===== src/core/fcl_pkg.sv =====
// Constants, types and frame helpers for the fabric config link framers.
// Assumes both ends share core_clk and see whole 32-bit payload words.
package fcl_pkg;

  localparam int          WORD_W = 32;
  localparam int          ID_W   = 24;
  localparam int          CNT_W  = 5;

  // Leading command words and the reject reason word
  localparam logic [31:0] COMMIT_REQ_WORD = 32'h0260_0000;
  localparam logic [31:0] CHECK_REQ_WORD  = 32'h2900_0000;
  localparam logic [31:0] ACCEPT_WORD     = 32'h0200_0000;
  localparam logic [31:0] REJECT_WORD     = 32'h0100_0000;
  localparam logic [31:0] REJECT_REASON   = 32'h0000_0000;

  // Addressing
  localparam logic [15:0] DOMAIN_CTRL_PREFIX = 16'hFFFC;
  localparam logic [23:0] FABRIC_CTRL_ID     = 24'h0F_FFFD;

  // Frame lengths in words
  localparam logic [4:0]  COMMIT_REQ_WORDS = 5'h01;
  localparam logic [4:0]  COMMIT_ACC_WORDS = 5'h02;
  localparam logic [4:0]  CHECK_WORDS      = 5'h14;
  localparam logic [4:0]  REJECT_WORDS     = 5'h02;

  // Word positions inside a connectivity check frame
  localparam logic [4:0]  CHECK_PORT_HI   = 5'h04;
  localparam logic [4:0]  CHECK_PORT_LO   = 5'h05;
  localparam logic [4:0]  CHECK_SWITCH_HI = 5'h06;
  localparam logic [4:0]  CHECK_SWITCH_LO = 5'h07;

  // Zoning policy flags word
  localparam int          STRICT_MERGE_BIT = 2;
  localparam int          DEFAULT_ZONE_BIT = 3;
  localparam logic [31:0] POLICY_USED_MASK = 32'h0000_000C;
  localparam logic [31:0] POLICY_RESET     = 32'h0000_0000;

  typedef enum logic [1:0] {
    FR_COMMIT = 2'h0,
    FR_CHECK  = 2'h1,
    FR_REJECT = 2'h2,
    FR_ACCEPT = 2'h3
  } fcl_frame_type;

  typedef struct packed {
    logic [7:0]   revision;
    logic [15:0]  flags;
    logic [31:0]  resAllocTimeout;
    logic [31:0]  errDetectTimeout;
    logic [63:0]  portName;
    logic [63:0]  switchName;
    logic [127:0] serviceParams;
    logic [31:0]  class2Params;
    logic [31:0]  class3Params;
  } fcl_link_params_type;

  // Reserved policy bits are forced to zero
  function automatic logic [31:0] fcl_policy_clean(logic [31:0] w);
    return w & POLICY_USED_MASK;
  endfunction : fcl_policy_clean

  function automatic logic fcl_is_domain_ctrl(logic [23:0] id);
    return id[23:8] == DOMAIN_CTRL_PREFIX;
  endfunction : fcl_is_domain_ctrl

  function automatic logic [4:0] fcl_frame_len(fcl_frame_type k);
    case (k)
      FR_COMMIT: return COMMIT_REQ_WORDS;
      FR_CHECK:  return CHECK_WORDS;
      FR_REJECT: return REJECT_WORDS;
      default:   return COMMIT_ACC_WORDS;
    endcase
  endfunction : fcl_frame_len

  // Word idx of any frame; reserved and obsolete positions send zero
  function automatic logic [31:0] fcl_frame_word(fcl_frame_type k,
      logic [31:0] lead, fcl_link_params_type p, logic [4:0] idx);
    logic [31:0] w;
    w = 32'h0000_0000;
    if (idx == 5'h00) begin
      w = lead;
    end else if (k == FR_REJECT) begin
      w = REJECT_REASON;
    end else if (k == FR_CHECK) begin
      case (idx)
        5'h01:   w = {p.revision, p.flags, 8'h00};
        5'h02:   w = p.resAllocTimeout;
        5'h03:   w = p.errDetectTimeout;
        5'h04:   w = p.portName[63:32];
        5'h05:   w = p.portName[31:0];
        5'h06:   w = p.switchName[63:32];
        5'h07:   w = p.switchName[31:0];
        5'h08:   w = p.serviceParams[127:96];
        5'h09:   w = p.serviceParams[95:64];
        5'h0A:   w = p.serviceParams[63:32];
        5'h0B:   w = p.serviceParams[31:0];
        5'h0D:   w = p.class2Params;
        5'h0E:   w = p.class3Params;
        default: w = 32'h0000_0000;
      endcase
    end
    return w;
  endfunction : fcl_frame_word

endpackage : fcl_pkg


===== src/core/fcl_link_if.sv =====
// Word-stream link between the requesting and the responding switch.
// Assumes both ends run on the same core_clk; ready/valid per word.
`timescale 1ns/1ns
interface fcl_link_if;
  logic [31:0] reqData;
  logic        reqValid;
  logic        reqLast;
  logic        reqReady;
  logic [23:0] reqSid;
  logic [23:0] reqDid;
  logic [31:0] rspData;
  logic        rspValid;
  logic        rspLast;
  logic        rspReady;
  logic [23:0] rspSid;
  logic [23:0] rspDid;

  modport dev_mp (
    input  reqData, reqValid, reqLast, reqSid, reqDid, rspReady,
    output reqReady, rspData, rspValid, rspLast, rspSid, rspDid
  );

  modport host_mp (
    output reqData, reqValid, reqLast, reqSid, reqDid, rspReady,
    input  reqReady, rspData, rspValid, rspLast, rspSid, rspDid
  );
endinterface : fcl_link_if


===== src/core/fcl_device_end.sv =====
// Responding (managed) switch end: parses commit and connectivity check
// requests, answers with accept or reject, and holds the zoning policy.
// Assumes the requester keeps frame addressing stable for a whole frame.
`timescale 1ns/1ns
module fcl_device_end #(
  parameter int MAX_WORDS = 20
) (
  input  wire logic                        core_clk,
  input  wire logic                        reset_n,
  fcl_link_if.dev_mp                       link,
  input  wire logic                        policyLoad,
  input  wire logic [31:0]                 policyWord,
  input  wire logic                        commitEnable,
  input  wire logic                        checkEnable,
  input  wire fcl_pkg::fcl_link_params_type localParams,
  input  wire logic                        dbEqual,
  input  wire logic                        dbMergeable,
  input  wire logic                        bothDefaultZone,
  output logic [31:0]                      activePolicy,
  output logic                             strictMerge,
  output logic                             blockDefaultZone,
  output logic                             joinAdmit,
  output logic                             trafficAllow,
  output logic                             commitApplied,
  output logic                             checkAccepted,
  output logic [63:0]                      peerPortName,
  output logic [63:0]                      peerSwitchName
);

  // Counter holds a whole check frame; longer would need a wider count
  if (MAX_WORDS < 20 || MAX_WORDS > 31) begin : gen_words_check
    $error("fcl_device_end: MAX_WORDS must lie in 20..31");
  end

  typedef enum logic [2:0] {
    DS_IDLE = 3'b001,
    DS_RECV = 3'b010,
    DS_SEND = 3'b100
  } fcl_dev_state_type;

  typedef struct packed {
    fcl_dev_state_type     state;
    logic                  rqReady;
    logic [4:0]            cnt;
    logic [31:0]           cmd;
    logic                  addrOk;
    logic [23:0]           sid;
    logic [23:0]           did;
    logic [63:0]           port;
    logic [63:0]           sw;
    fcl_pkg::fcl_frame_type kind;
    logic [31:0]           lead;
    logic [4:0]            idx;
    logic [31:0]           data;
    logic                  valid;
    logic                  last;
    logic [31:0]           pending;
    logic [31:0]           policy;
    logic                  admit;
    logic                  allow;
    logic                  applied;
    logic                  checked;
    logic [63:0]           peerPort;
    logic [63:0]           peerSw;
  } fcl_dev_reg_type;

  fcl_dev_reg_type st;
  fcl_dev_reg_type next_st;

  // Next state: receive a request frame, decide, then send the reply
  always_comb begin
    logic       take;
    logic [4:0] words;
    logic       isCommit;
    logic       isCheck;
    logic       okCommit;
    logic       okCheck;
    logic [31:0] cmdNow;
    logic       addrNow;
    take     = link.reqValid && st.rqReady;
    words    = st.cnt + 5'h01;
    cmdNow   = (st.cnt == 5'h00) ? link.reqData : st.cmd;
    addrNow  = (st.cnt == 5'h00) ? 1'b1 : st.addrOk;
    isCommit = cmdNow == fcl_pkg::COMMIT_REQ_WORD;
    isCheck  = cmdNow == fcl_pkg::CHECK_REQ_WORD;
    okCommit = 1'b0;
    okCheck  = 1'b0;
    next_st  = st;
    next_st.applied = 1'b0;
    next_st.checked = 1'b0;

    // Policy staging; reserved bits are dropped on load
    if (policyLoad) begin
      next_st.pending = fcl_pkg::fcl_policy_clean(policyWord);
    end

    // Merge admission and default-zone traffic follow the active flags
    next_st.admit = st.policy[fcl_pkg::STRICT_MERGE_BIT] ? dbEqual
                                                         : dbMergeable;
    next_st.allow = !(st.policy[fcl_pkg::DEFAULT_ZONE_BIT]
                      && bothDefaultZone);

    case (st.state)
      DS_IDLE, DS_RECV: begin
        if (take) begin
          next_st.state = DS_RECV;
          if (st.cnt == 5'h00) begin
            next_st.cmd = link.reqData;
            next_st.sid = link.reqSid;
            next_st.did = link.reqDid;
          end
          // Names are captured; reserved and obsolete words are ignored
          if (st.cnt == fcl_pkg::CHECK_PORT_HI)
            next_st.port[63:32] = link.reqData;
          if (st.cnt == fcl_pkg::CHECK_PORT_LO)
            next_st.port[31:0] = link.reqData;
          if (st.cnt == fcl_pkg::CHECK_SWITCH_HI)
            next_st.sw[63:32] = link.reqData;
          if (st.cnt == fcl_pkg::CHECK_SWITCH_LO)
            next_st.sw[31:0] = link.reqData;
          // Addressing must stay valid for every word of the frame
          if (isCommit) begin
            next_st.addrOk = addrNow
                && fcl_pkg::fcl_is_domain_ctrl(link.reqSid)
                && fcl_pkg::fcl_is_domain_ctrl(link.reqDid);
          end else begin
            next_st.addrOk = addrNow
                && link.reqSid == fcl_pkg::FABRIC_CTRL_ID
                && link.reqDid == fcl_pkg::FABRIC_CTRL_ID;
          end
          if (st.cnt != 5'h1F) next_st.cnt = words;
          if (link.reqLast) begin
            okCommit = isCommit && next_st.addrOk && commitEnable
                       && words == fcl_pkg::COMMIT_REQ_WORDS;
            okCheck  = isCheck && next_st.addrOk && checkEnable
                       && words == fcl_pkg::CHECK_WORDS;
            next_st.state   = DS_SEND;
            next_st.rqReady = 1'b0;
            next_st.cnt     = 5'h00;
            next_st.idx     = 5'h00;
            next_st.valid   = 1'b1;
            next_st.last    = 1'b0;
            next_st.sid     = link.reqDid;
            next_st.did     = st.cnt == 5'h00 ? link.reqSid : st.sid;
            if (st.cnt == 5'h00) next_st.sid = link.reqDid;
            else next_st.sid = st.did;
            if (okCommit) begin
              next_st.kind    = fcl_pkg::FR_ACCEPT;
              next_st.lead    = fcl_pkg::ACCEPT_WORD;
              next_st.policy  = st.pending;
              next_st.applied = 1'b1;
            end else if (okCheck) begin
              next_st.kind     = fcl_pkg::FR_CHECK;
              next_st.lead     = fcl_pkg::ACCEPT_WORD;
              next_st.peerPort = next_st.port;
              next_st.peerSw   = next_st.sw;
              next_st.checked  = 1'b1;
            end else begin
              next_st.kind = fcl_pkg::FR_REJECT;
              next_st.lead = fcl_pkg::REJECT_WORD;
            end
            next_st.data = next_st.lead;
          end
        end
      end
      DS_SEND: begin
        if (link.rspReady) begin
          if (st.last) begin
            next_st.state   = DS_IDLE;
            next_st.valid   = 1'b0;
            next_st.last    = 1'b0;
            next_st.rqReady = 1'b1;
          end else begin
            // Responder's own parameters fill the accept fields
            next_st.idx  = st.idx + 5'h01;
            next_st.data = fcl_pkg::fcl_frame_word(st.kind, st.lead,
                localParams, st.idx + 5'h01);
            next_st.last = (st.idx + 5'h02) ==
                fcl_pkg::fcl_frame_len(st.kind);
          end
        end
      end
      default: begin
        next_st.state   = DS_IDLE;
        next_st.rqReady = 1'b1;
      end
    endcase
  end

  // State register; reset already loads ready high, so words are taken from the first edge after reset
  always_ff @(posedge core_clk or negedge reset_n) begin
    if (!reset_n) begin
      st         <= '0;
      st.state   <= DS_IDLE;
      st.rqReady <= 1'b1;
      st.policy  <= fcl_pkg::POLICY_RESET;
      st.pending <= fcl_pkg::POLICY_RESET;
      st.allow   <= 1'b1;
    end else begin
      st <= next_st;
    end
  end

  // Reply addressing is the request's, swapped
  assign link.reqReady  = st.rqReady;
  assign link.rspData   = st.data;
  assign link.rspValid  = st.valid;
  assign link.rspLast   = st.last;
  assign link.rspSid    = st.sid;
  assign link.rspDid    = st.did;
  assign activePolicy   = st.policy;
  assign strictMerge    = st.policy[fcl_pkg::STRICT_MERGE_BIT];
  assign blockDefaultZone = st.policy[fcl_pkg::DEFAULT_ZONE_BIT];
  assign joinAdmit      = st.admit;
  assign trafficAllow   = st.allow;
  assign commitApplied  = st.applied;
  assign checkAccepted  = st.checked;
  assign peerPortName   = st.peerPort;
  assign peerSwitchName = st.peerSw;

endmodule : fcl_device_end


===== src/flat_wrapper.sv =====
// flat-port wrapper written by rule: the top's interface ports become plain ports
module fcl_device_end_flat 
#(
  parameter int MAX_WORDS = 20
)
  (core_clk, reset_n, policyLoad, policyWord, commitEnable, checkEnable, localParams, dbEqual, dbMergeable, bothDefaultZone, activePolicy, strictMerge, blockDefaultZone, joinAdmit, trafficAllow, commitApplied, checkAccepted, peerPortName, peerSwitchName, link_reqData, link_reqValid, link_reqLast, link_reqSid, link_reqDid, link_rspReady, link_reqReady, link_rspData, link_rspValid, link_rspLast, link_rspSid, link_rspDid);
  fcl_link_if link_i ();
  input  wire logic core_clk;
  input  wire logic reset_n;
  input  wire logic policyLoad;
  input  wire logic [31:0] policyWord;
  input  wire logic commitEnable;
  input  wire logic checkEnable;
  input  wire fcl_pkg::fcl_link_params_type localParams;
  input  wire logic dbEqual;
  input  wire logic dbMergeable;
  input  wire logic bothDefaultZone;
  output logic [31:0] activePolicy;
  output logic strictMerge;
  output logic blockDefaultZone;
  output logic joinAdmit;
  output logic trafficAllow;
  output logic commitApplied;
  output logic checkAccepted;
  output logic [63:0] peerPortName;
  output logic [63:0] peerSwitchName;
  input wire logic [$bits(link_i.reqData)-1:0] link_reqData;
  input wire logic [$bits(link_i.reqValid)-1:0] link_reqValid;
  input wire logic [$bits(link_i.reqLast)-1:0] link_reqLast;
  input wire logic [$bits(link_i.reqSid)-1:0] link_reqSid;
  input wire logic [$bits(link_i.reqDid)-1:0] link_reqDid;
  input wire logic [$bits(link_i.rspReady)-1:0] link_rspReady;
  output wire logic [$bits(link_i.reqReady)-1:0] link_reqReady;
  output wire logic [$bits(link_i.rspData)-1:0] link_rspData;
  output wire logic [$bits(link_i.rspValid)-1:0] link_rspValid;
  output wire logic [$bits(link_i.rspLast)-1:0] link_rspLast;
  output wire logic [$bits(link_i.rspSid)-1:0] link_rspSid;
  output wire logic [$bits(link_i.rspDid)-1:0] link_rspDid;
  assign link_i.reqData = link_reqData;
  assign link_i.reqValid = link_reqValid;
  assign link_i.reqLast = link_reqLast;
  assign link_i.reqSid = link_reqSid;
  assign link_i.reqDid = link_reqDid;
  assign link_i.rspReady = link_rspReady;
  assign link_reqReady = link_i.reqReady;
  assign link_rspData = link_i.rspData;
  assign link_rspValid = link_i.rspValid;
  assign link_rspLast = link_i.rspLast;
  assign link_rspSid = link_i.rspSid;
  assign link_rspDid = link_i.rspDid;
  fcl_device_end #(.MAX_WORDS(MAX_WORDS)) u_core (.core_clk(core_clk), .reset_n(reset_n), .link(link_i), .policyLoad(policyLoad), .policyWord(policyWord), .commitEnable(commitEnable), .checkEnable(checkEnable), .localParams(localParams), .dbEqual(dbEqual), .dbMergeable(dbMergeable), .bothDefaultZone(bothDefaultZone), .activePolicy(activePolicy), .strictMerge(strictMerge), .blockDefaultZone(blockDefaultZone), .joinAdmit(joinAdmit), .trafficAllow(trafficAllow), .commitApplied(commitApplied), .checkAccepted(checkAccepted), .peerPortName(peerPortName), .peerSwitchName(peerSwitchName));
endmodule

===== config.mk =====
export PLATFORM = sky130hd
export DESIGN_NAME = fcl_device_end_flat
export DESIGN_NICKNAME = d
export VERILOG_FILES = /design/src/core/fcl_pkg.sv /design/src/core/fcl_link_if.sv /design/src/core/fcl_device_end.sv /design/src/flat_wrapper.sv
export SDC_FILE = /design/constraint.sdc
export NUM_CORES = 1
export LEC_CHECK = 0
export BUFFER_PORTS_ARGS = -buffer_cell sky130_fd_sc_hd__buf_2
export CAP_MARGIN = 20
export CORE_AREA = 2 2 305 307
export CTS_BUF_LIST = sky130_fd_sc_hd__clkbuf_2 sky130_fd_sc_hd__clkbuf_4 sky130_fd_sc_hd__clkbuf_8
export CTS_CLUSTER_DIAMETER = 80
export DETAILED_ROUTE_END_ITERATION = 8
export DIE_AREA = 0 0 307 309
export PLACE_DENSITY = 0.5
export SYNTH_ARGS = -nofsm -noshare
export SYNTH_HDL_FRONTEND = slang
export SYNTH_SLANG_ARGS = --single-unit

===== constraint.sdc =====
create_clock -name core_clk -period 5 [get_ports core_clk]
set_clock_uncertainty 0.1 [all_clocks]
set_input_delay 0.5 -clock core_clk [delete_from_list [all_inputs] [get_ports core_clk]]
set_output_delay 0.5 -clock core_clk [all_outputs]
set_load 0.03 [all_outputs]

==> summary by stage <==
Status
The flow ran to the end, and the final reports show no timing, DRC or antenna violations.

Detailed routing
After detailed routing, the average wire length per cell comes to 27.6 um. The total via count after detailed routing is 19800. The iteration count of the initial detailed-routing pass is 6. In the routed design, unresolved DRC markers number 0. After detailed routing, the number of vias per cell comes to 4.92. The residual antenna-violating net count after detailed routing is 0. Wires add up to 112 mm. The violation count after the first detailed-routing iteration is 2016.

Clock network
After clock tree synthesis, the clock-pin slew on the worst setup and hold paths is 60 ps. Counting the buffers created by CTS gives 78. In this run the number of H-tree levels came out at 3. Counting every sink on the clock net gives 396. At the later pin of the worst-skew pair, clock insertion delay measures 690 ps. The tree is rooted in a sky130_fd_sc_hd__clkbuf_8. TritonCTS built the clock tree. Post-CTS timing repair inserted 0 buffers for setup.

The number of buffers on the longest clock path is 3.

Place
Routability-driven placement finished with a final weighted congestion of 0.969. The count of buffers added on input and output ports is 719. The post-placement cell area is 25300 um2. The post-detailed-placement half-perimeter wirelength is 86.5 mm.

Pwr
For this design the static power due to leakage is 13.2 nW. VDD sags by at most 0.280 mV. The total power draw is 0.0120 W. The cell area power density is 435 nW/um2.

Die
The die covers 94900 um2. The vertical die dimension is 309 um. The number of primary I/O pins is 780. The floorplan core area is 91400 um2. The initial core utilization is 0.243. The initialized floorplan defines 111 standard-cell rows. The die span in x is 307 um.

Finish
The area added between synthesis and finish is 24.6%. The number of nets in the layout is 3276. The count of fill cells added during filler insertion is 9737. The layout cell share with drive strength beyond 1 is 0.398. The post-route standard cell area excluding fillers is 27700 um2.

In the layout the commonest cells are 718 x sky130_fd_sc_hd__buf_2, 393 x sky130_fd_sc_hd__dfrtp_1, 348 x sky130_fd_sc_hd__nand2_1, 164 x sky130_fd_sc_hd__mux2_2, 135 x sky130_fd_sc_hd__o21ai_1. The leading cell type in the layout, fill and taps excluded is sky130_fd_sc_hd__buf_2.

Synthesis
Counting flops with a built-in enable in the synthesized netlist gives 0. For this run, the leading register cell type out of synthesis is sky130_fd_sc_hd__dfrtp_1. The total number of yosys warnings is 0. In the synthesized netlist, the number of instances is 2229.

The mapped netlist covers 22200 um2. A synthesized cell averages 9.98 um2. The count of cell types in the netlist is 76. For this run, asynchronously set or reset flops after synthesis account for 1.00. After synthesis the netlist holds a flip-flop and latch count of 396. The share of the Yosys chip area taken by registers is 0.446.

STA
The ratio of final minimum period to clock period is 0.881. The number of failing hold endpoints at the final stage is 0. The remaining max-slew budget at the tightest pin is 0.246. The transition at the pin with the smallest max-transition slack is 1130 ps. Adding up every negative setup slack in the final design gives 0 ps. Setup repair after global routing left no endpoint under its margin. The total of endpoints with negative setup slack in the final report is 0. The upper clock frequency limit is 227 MHz. The minimum hold slack is 78.8 ps. After layout, the minimum clock period comes to 4410 ps. The number of pins exceeding their max-slew limit in the final report is 0.

Global route
In the global route stage, overall resource usage came out at 0.225. The first global-routing pass estimated 150 mm of wire. The total overflow reported by the global router is 0. The maximum number of pins on one net before global-route repair is 108. The number of global-route vias before repair is 18900. The number of antenna violations at the first check in global routing came to 91.

Setup path
The worst-path maximum fanout is 15. The element type at the critical path end is a register. The worst setup path is launched from a register. The type of the worst setup path is reg -> reg. The signal arrival time at the worst endpoint is 4860 ps. The required time of the critical path is 5450 ps. The number of cells on the worst reg-to-reg path is 10.

Run
The max-cap violation count is 0.

Hold path
The worst min-delay path class is in -> reg. The worst hold path was traced through 4 stages.
routing by layer:
layer  global-route usage  part of all wire  vias to the layer above
met5               0.0308            0.0010                        -
met1                0.261              0.39                     9778
met3               0.0903             0.099                      237
li1                     -                 -                     8809
met4                0.128             0.047                       18
met2                0.349              0.47                     1007
stage by stage:
stage                     cells  setup slack [ps]   util
after CTS                  3976               626  0.302
after global routing       4028               395  0.303
after global placement     3789               840  0.276
after detailed placement   3789               748  0.276
after floorplan            2258              2360      -
final                      4038               593  0.303
synthesized netlist by cell type, drive strengths merged (2+ instances only):
master	count	area [um2]
a21o	12	90.1
mux2i	129	1290
nor4	20	146
o31ai	51	383
inv	10	37.5
o21ai	168	848
o211ai	7	57.6
and4b	2	20.0
dfstp	3	78.8
xor2	4	42.6
a32oi	9	78.8
nand2	349	1310
dfrtp	393	9830
a211oi	5	42.5
a21oi	18	109
ha	12	150
mux2	166	1870
a21boi	3	26.3
nand2b	6	37.5
xnor2	4	42.6
a2111oi	8	91.3
nand4	27	169
a22oi	64	480
nor2b	4	25.0
and3	71	444
a221oi	3	26.3
a222oi	37	370
nor4b	5	58.8
a22o	62	543
or3	4	25.0
nor3	14	70.1
clkbuf	99	372
a221o	9	90.1
buf	324	2320
nor2	69	262
a31oi	12	75.1
nand4b	4	35.0
or4	3	26.3
and2	6	37.5
nand3	18	90.1
cells by family after synthesis:
group / count (synthesis) / share of synthesized area
buf+inv: 433 / 0.123
fa+ha+maj: 12 / 0.00675
simple gates: 607 / 0.126
other cells: 1 / 0.000169
compound gates: 477 / 0.153
mux: 295 / 0.142
flops: 396 / 0.446
xor+xnor: 8 / 0.00383
registers in the layout, summed over array words and instances, names as in the netlist:
| signal | count |
|---|---|
| u_core.st | 179 |
| u_core.peerPortName | 64 |
| u_core.peerSwitchName | 64 |
| u_core.link.rspData | 32 |
| u_core.link.rspDid | 24 |
| u_core.link.rspSid | 24 |
| u_core.activePolicy | 2 |
| u_core.checkAccepted | 1 |
| u_core.commitApplied | 1 |
| u_core.joinAdmit | 1 |
| u_core.link.reqReady | 1 |
| u_core.link.rspLast | 1 |
| u_core.link.rspValid | 1 |
| u_core.trafficAllow | 1 |
worst max-delay path: stages (launching register included):
cell and delay [ps]:
sky130_fd_sc_hd__dfrtp_1 520, sky130_fd_sc_hd__ha_1 400, sky130_fd_sc_hd__xnor2_2 770, sky130_fd_sc_hd__nor4_4 200, sky130_fd_sc_hd__and2_1 540, sky130_fd_sc_hd__buf_4 330
sky130_fd_sc_hd__a222oi_1 420, sky130_fd_sc_hd__nand4_1 160, sky130_fd_sc_hd__a221oi_1 220, sky130_fd_sc_hd__dlygate4sd3_1 570, sky130_fd_sc_hd__o21ai_0 60
area by class of cell:
class | instances | area [um2] | share of cell area
sequential | 396 | 9910 | 0.358
multi-input combinational | 1429 | 9790 | 0.353
timing repair buffer | 818 | 4530 | 0.163
clock buffer | 123 | 1560 | 0.0561
tap | 1186 | 1480 | 0.0535
clock inverter | 14 | 256 | 0.00925
antenna | 62 | 155 | 0.00560
inverter | 10 | 37.5 | 0.00135
worst paths after layout:
path                                                    startpoint                                    end  slack, ps
worst max-delay path                    u_core.st[230]$_DFFE_PN0P_     u_core.link.rspData[4]$_DFFE_PN0P_        590
worst min-delay path                              localParams[111]    u_core.link.rspData[15]$_DFFE_PN0P_         80
max in group asynchronous                                  reset_n  u_core.peerSwitchName[14]$_DFFE_PN0P_       3230
min in group asynchronous                                  reset_n  u_core.peerSwitchName[40]$_DFFE_PN0P_        330
worst min register to register  u_core.activePolicy[3]$_DFFE_PN0P_          u_core.trafficAllow$_DFF_PN1_        340
worst max register to register          u_core.st[230]$_DFFE_PN0P_     u_core.link.rspData[4]$_DFFE_PN0P_        590
power by group:
part	internal, W	total (W)	switching [W]
logic	0.00148	0.00407	0.00259
clock network	0.00226	0.00384	0.00158
registers	0.00376	0.00413	0.000373
what timing repair did:
item                      4_1_cts  5_1_grt
hold buffers                   50        0
resized for setup               0        0
hold endpoints to repair      144        0
(Power assumes the default switching activity.)
